[src/verilog/bit_test_pkg.sv]
// constants for the bit-test / clear-register execute block
`default_nettype none
package bit_test_pkg;
    localparam int WORD_W = 14;
    localparam int ADDR_W = 7;
    localparam int DATA_W = 8;
    localparam int BIT_SEL_W = 3;
    // opcode field positions
    localparam int OP_CLASS_HI = 13;
    localparam int OP_CLASS_LO = 12;
    localparam int OP_SUB_HI = 11;
    localparam int OP_SUB_LO = 10;
    localparam int OP_BIT_HI = 9;
    localparam int OP_BIT_LO = 7;
    localparam int OP_CLR_HI = 13;
    localparam int OP_CLR_LO = 7;
    localparam int OP_ADDR_HI = 6;
    localparam int OP_ADDR_LO = 0;
    // opcode patterns
    localparam logic [1:0] CLASS_BIT = 2'h1;
    localparam logic [1:0] SUB_SKIP_CLEAR = 2'h2;
    localparam logic [1:0] SUB_SKIP_SET = 2'h3;
    localparam logic [6:0] CLEAR_FILE_PATTERN = 7'h03;
    localparam logic [7:0] CLEAR_VALUE = 8'h00;
    localparam logic [13:0] NO_OPERATION_WORD = 14'h0000;

    typedef enum logic [1:0] {
        ST_EXECUTE = 2'b00,
        ST_SKIP = 2'b01
    } exec_state_t;
endpackage
`default_nettype wire

[src/verilog/bit_test_decode.sv]
// opcode decoder for the three supported instructions
`default_nettype none
module bit_test_decode
    import bit_test_pkg::*;
(
    input wire logic [WORD_W-1:0] word,
    output logic is_skip_clear,
    output logic is_skip_set,
    output logic is_clear_file,
    output logic [ADDR_W-1:0] file_addr,
    output logic [BIT_SEL_W-1:0] bit_sel
);
    always_comb begin
        is_skip_clear = word[OP_CLASS_HI:OP_CLASS_LO] == CLASS_BIT &&
            word[OP_SUB_HI:OP_SUB_LO] == SUB_SKIP_CLEAR;
        is_skip_set = word[OP_CLASS_HI:OP_CLASS_LO] == CLASS_BIT &&
            word[OP_SUB_HI:OP_SUB_LO] == SUB_SKIP_SET;
        is_clear_file = word[OP_CLR_HI:OP_CLR_LO] == CLEAR_FILE_PATTERN;
        file_addr = word[OP_ADDR_HI:OP_ADDR_LO];
        bit_sel = word[OP_BIT_HI:OP_BIT_LO];
    end
endmodule
`default_nettype wire

[src/verilog/bit_test_skip_clear_exec.sv]
// execute stage for bit-test skips and clear-file-register
// What this block does
// - skip-if-bit-clear skips the next instruction when the chosen bit is zero.
// - a taken skip discards the prefetched word; no-operation runs, two cycles.
// - skip-if-bit-set skips the next instruction when the chosen bit is one.
// - clear-file-register writes 00h to the addressed register in one cycle.
// - clear-file-register always sets the zero flag.
`default_nettype none
module bit_test_skip_clear_exec
    import bit_test_pkg::*;
(
    input wire logic clk_sys,
    input wire logic reset,
    input wire logic instr_valid,
    input wire logic [WORD_W-1:0] instr_word,
    input wire logic [DATA_W-1:0] file_rdata,
    output logic [ADDR_W-1:0] file_raddr,
    output logic file_we,
    output logic [ADDR_W-1:0] file_waddr,
    output logic [DATA_W-1:0] file_wdata,
    output logic zero_set,
    output logic discard,
    output logic nop_exec,
    output logic busy
);
    // file_raddr is combinational from the decode so the operand is read
    // in the same cycle; all other outputs are registered
    typedef struct packed {
        exec_state_t state;
        logic busy;
        logic we;
        logic [ADDR_W-1:0] waddr;
        logic [DATA_W-1:0] wdata;
        logic zset;
        logic disc;
        logic no_operation;
    } state_t;

    state_t cur;
    state_t next_cur;
    logic is_sc;
    logic is_ss;
    logic is_cf;
    logic [ADDR_W-1:0] addr;
    logic [BIT_SEL_W-1:0] bsel;
    logic bit_val;
    logic accept;
    logic take_skip;
    logic take_clear;

    // the selector must reach every bit of the operand and no further
    if (DATA_W != (1 << BIT_SEL_W)) begin : g_sel_check
        $error("bit selector width does not match data width");
    end

    if (ADDR_W != OP_ADDR_HI - OP_ADDR_LO + 1) begin : g_addr_check
        $error("address width does not match its opcode field");
    end

    if (BIT_SEL_W != OP_BIT_HI - OP_BIT_LO + 1) begin : g_bit_check
        $error("bit select width does not match its opcode field");
    end

    if (WORD_W != OP_CLASS_HI + 1) begin : g_word_check
        $error("instruction word width does not match opcode layout");
    end

    if (DATA_W != $bits(CLEAR_VALUE)) begin : g_clear_check
        $error("clear value width does not match data width");
    end

    // one bit of the operand, chosen by the three-bit selector
    function automatic logic pick_bit(
        input logic [DATA_W-1:0] value,
        input logic [BIT_SEL_W-1:0] sel
    );
        pick_bit = value[sel];
    endfunction

    // both tests share one skip path; only the polarity differs
    function automatic logic skip_wanted(
        input logic clear_test,
        input logic set_test,
        input logic tested
    );
        skip_wanted = (clear_test && !tested) || (set_test && tested);
    endfunction

    bit_test_decode u_decode (
        .word(instr_word),
        .is_skip_clear(is_sc),
        .is_skip_set(is_ss),
        .is_clear_file(is_cf),
        .file_addr(addr),
        .bit_sel(bsel)
    );

    assign file_raddr = addr;
    assign bit_val = pick_bit(file_rdata, bsel);

    // a word offered in the skip slot is never accepted
    assign accept = instr_valid && cur.state == ST_EXECUTE;
    assign take_skip = accept && skip_wanted(is_sc, is_ss, bit_val);
    assign take_clear = accept && is_cf;

    always_comb begin
        next_cur = cur;
        next_cur.busy = 1'b0;
        next_cur.we = 1'b0;
        next_cur.zset = 1'b0;
        next_cur.disc = 1'b0;
        next_cur.no_operation = 1'b0;
        case (cur.state)
            ST_EXECUTE: begin
                if (take_skip) begin
                    // prefetched word is dropped, skip occupies a cycle
                    next_cur.disc = 1'b1;
                    next_cur.busy = 1'b1;
                    next_cur.state = ST_SKIP;
                end
                if (take_clear) begin
                    next_cur.we = 1'b1;
                    next_cur.waddr = addr;
                    next_cur.wdata = CLEAR_VALUE;
                    next_cur.zset = 1'b1;
                end
                // bit tests never reach the flag path
                if (take_skip) begin
                    next_cur.zset = 1'b0;
                end
            end
            ST_SKIP: begin
                // instruction word in this slot is ignored
                next_cur.no_operation = 1'b1;
                next_cur.state = ST_EXECUTE;
            end
            default: begin
                next_cur.state = ST_EXECUTE;
            end
        endcase
    end

    always_ff @(posedge clk_sys or posedge reset) begin
        if (reset) begin
            cur <= '{state: ST_EXECUTE, busy: 1'b0, we: 1'b0, waddr: '0,
                     wdata: CLEAR_VALUE, zset: 1'b0, disc: 1'b0,
                     no_operation: 1'b0};
        end else begin
            cur <= next_cur;
        end
    end

    assign file_we = cur.we;
    assign file_waddr = cur.waddr;
    assign file_wdata = cur.wdata;
    assign zero_set = cur.zset;
    assign discard = cur.disc;
    assign nop_exec = cur.no_operation;
    assign busy = cur.busy;
endmodule
`default_nettype wire

[config.mk]
export PLATFORM = sky130hd
export DESIGN_NAME = bit_test_skip_clear_exec
export DESIGN_NICKNAME = d
export VERILOG_FILES = /design/src/verilog/bit_test_pkg.sv /design/src/verilog/bit_test_decode.sv /design/src/verilog/bit_test_skip_clear_exec.sv
export SDC_FILE = /design/constraint.sdc
export NUM_CORES = 1
export LEC_CHECK = 0
export BUFFER_PORTS_ARGS = -buffer_cell sky130_fd_sc_hd__buf_2
export CORE_UTILIZATION = 40
export DETAILED_ROUTE_END_ITERATION = 8
export PLACE_DENSITY = 0.89
export SLEW_MARGIN = 10
export SYNTH_ARGS = -nofsm -noshare
export SYNTH_HDL_FRONTEND = slang
export SYNTH_SLANG_ARGS = --single-unit
[constraint.sdc]
create_clock -name clk_sys -period 1.8 [get_ports clk_sys]
set_input_delay 0.36 -clock clk_sys [delete_from_list [all_inputs] [get_ports clk_sys]]
set_output_delay 0.36 -clock clk_sys [all_outputs]
set_load 0.03 [all_outputs]
==> out/results.ini <==
[layout]
final_util_pct = 48.8
diodes = 0
fin_nets = 122
area_delta_synth_final_pct = 14.6
drive_above_1_share_pct = 58.9

[route]
vias_per_cell = 4.33
drcViolationCount = 2
drtIter0Drc = 6
drtPass1Iterations = 6
wl_um = 1200
wl_per_cell_um = 9.98
vias = 520
antenna_left = 0

[placed_design]
gp_congestion = 0.670
hpwl_um = 1030
io_buffers = 43

[min_path]
hp-class = input port to async pin

[synth]
syn-instance-count = 67
netlist_area_sq_um = 736
yosysSeqAreaShare_pct = 40.8
ys_types = 23
syn_area_per_cell_sq_um = 11.0
synth_warnings = 0
synth_seq_cells = 12
yosysTopAreaCell = dfrtp_1
synth.top_cell.area_share_pct = 40.8
synth.top_cells.by_area = dfrtp_1 (41%), buf_4 (23%), mux2_2 (11%)

[clock_tree]
cts_hold_buf = 0
clk_latency_ns = 0.26
cts_root_buf = clkbuf_4
cts_tree = done
htree_levels = 1
post_cts_buffers = 0
clockBufferDepth = 2
cts_buffers = 3
cts.clk_slew.worst_paths_ns = 0.07
cts_sinks = 12
cts-resized-gates = 0

[power]
p_clk_share_pct = 24.9
p_sw_uw = 188
p_comb_share_pct = 27.3
power_density_nw_per_um2 = 719
ir_worst_vdd_uv = 227
power_leakage_uw = 0.000492
power.internal_uw = 418
seqPwrFrac_pct = 47.8
p_total_uw = 607
p_sw_share_pct = 31.1

[die]
die_w_um = 44.9
die-area_sq_um = 2010
row_count = 15
core_area_sq_um = 1730
start_util_pct = 42.6
die_y_um = 44.9
ios = 52

[global_routing]
grt_max_degree = 13
grt_pass1_vias = 487
antenna_found_initial = 0
grt_usage_pct = 13.6
grt_pass1_wl_um = 1930
grt_overflow_total = 0

[sta]
period_minus_slack_ns = 1.47
whs_ns = 0.0925
setup_viol = 0
fmax_mhz = 680
rsz0062_at_grt = false
tns_ns = 0
fin_skew_ns = 0.000942
hold_violations = 0
maxSlewViolCount = 0
post-route-period-util_pct = 81.7

[flow_run]
drv_cap = 0

[worst_setup_path]
required_ns = 1.94
path_max_fanout = 7
cp_data_arrival_time_ns = 1.62
crit_type = flop to flop
r2r_cells = 3
regToRegSetupSlack_ns = 0.33
crit_path_top_delay_cell = dfrtp_1
r2r-start = cur[20]
r2r_end = file_waddr[3]
path_cells = nor3b_1, nand3_2, mux2_2
end_kind = flop
crit_start = cur[20]
startpoint_type = flop
max_stage_delay_ns = 0.39

[status]
status = complete, but fails checks
violations = DRC

==> per-layer routing <==
metal	part of all wire, %	routed length [um]	GRT usage [%]	vias up
met5	0	0	0	-
met4	0	0	9.09	0
met3	8.2	98	1.60	0
met2	53	630	23.5	34
met1	39	468	15.6	233
li1	-	-	-	253
==> flip-flops by register name (all words and copies together), names as in the netlist <==
| name | count |
|---|---|
| file_we | 1 |
| cur | 1 |
| busy | 1 |
| zero_set | 1 |
| file_waddr | 7 |
| nop_exec | 1 |
==> how the worst max path moves through the flow <==
stage                               end  cells past startpoint
final                     file_waddr[3]                      3
after CTS                 file_waddr[0]                      3
after detailed placement  file_waddr[0]                      4
after floorplan                    busy                      5
after global placement    file_waddr[5]                      4
after global routing      file_waddr[4]                      3
==> cells in the final DEF (no fill, tap or decap) <==
| cell | netlist | layout |
|---|---|---|
| conb_1 | 1 | 8 |
| dfrtp_1 | 12 | 12 |
| nand3b_1 | 1 | 1 |
| and2b_1 | 1 | 1 |
| nand4b_1 | 1 | 1 |
| nand3_2 | 1 | 1 |
| nand3_1 | 1 | 1 |
| mux2i_1 | 3 | 3 |
| nand2_1 | 2 | 2 |
| mux2_4 | 1 | 1 |
| nor3b_1 | 1 | 1 |
| nor2_1 | 1 | 1 |
| buf_2 | 0 | 43 |
| a21oi_1 | 2 | 2 |
| clkbuf_4 | 0 | 3 |
| nor3_1 | 2 | 2 |
| nand4_1 | 1 | 1 |
| nor4b_2 | 1 | 1 |
| inv_1 | 1 | 1 |
| a31o_1 | 1 | 1 |
| mux2_2 | 7 | 7 |
| a2bb2oi_1 | 1 | 1 |
==> final cells by class <==
class,count,area [sq um]
multi-input combinational,36,270
inverter,1,3.75
fill,185,883
tap,25,31.3
clock buffer,3,22.5
sequential,12,300
timing repair buffer,43,215
==> cells in the mapped netlist <==
master,number
nand3_2,1
mux2_4,1
buf_4,23
nand4b_1,1
clkbuf_1,1
buf_6,1
a31o_1,1
nor4b_2,1
conb_1,1
nand3_1,1
nand2_1,2
a21oi_1,2
nor3b_1,1
mux2_2,7
nor3_1,2
nor2_1,1
inv_1,1
and2b_1,1
nand4_1,1
a2bb2oi_1,1
dfrtp_1,12
nand3b_1,1
mux2i_1,3
==> critical path, delay by kind of cell, from the launching register on <==
family / cells / cell delay [ns]
AND/OR/NAND/NOR: 2 / 0.62
flip-flops: 1 / 0.39
multiplexers: 1 / 0.34
==> power by group through the flow <==
| stage | clock, uW | sequential (uW) | combinational (uW) |
|---|---|---|---|
| global placement | 0 | 294 | 163 |
| floorplan | 0 | 296 | 154 |
| CTS | 159 | 290 | 167 |
| detailed placement | 0 | 295 | 167 |
| global route | 172 | 291 | 179 |
| finish | 151 | 290 | 166 |
==> per-stage QoR <==
| stage | setup slack (ns) | instances | instance area, sq um |
|---|---|---|---|
| 2_1_floorplan | 0.477 | 74 | 762 |
| 3_3_place_gp | 0.316 | 117 | 821 |
| 3_5_place_dp | 0.276 | 117 | 821 |
| 4_1_cts | 0.314 | 120 | 843 |
| 5_1_grt | 0.166 | 120 | 843 |
| 6_report | 0.329 | 120 | 843 |
==> logic make-up (layout without fill, tap and decap cells) <==
kind of cell | Yosys count | after routing | synth area share (%)
muxes | 11 | 11 | 16.8
and+or+nand+nor | 13 | 13 | 12.1
other | 1 | 8 | 0.510
buffers and inverters | 26 | 47 | 26.0
AOI/OAI and AO/OA | 4 | 4 | 3.74
DFF | 12 | 12 | 40.8
Note: power is estimated with default switching activity, not from simulation.
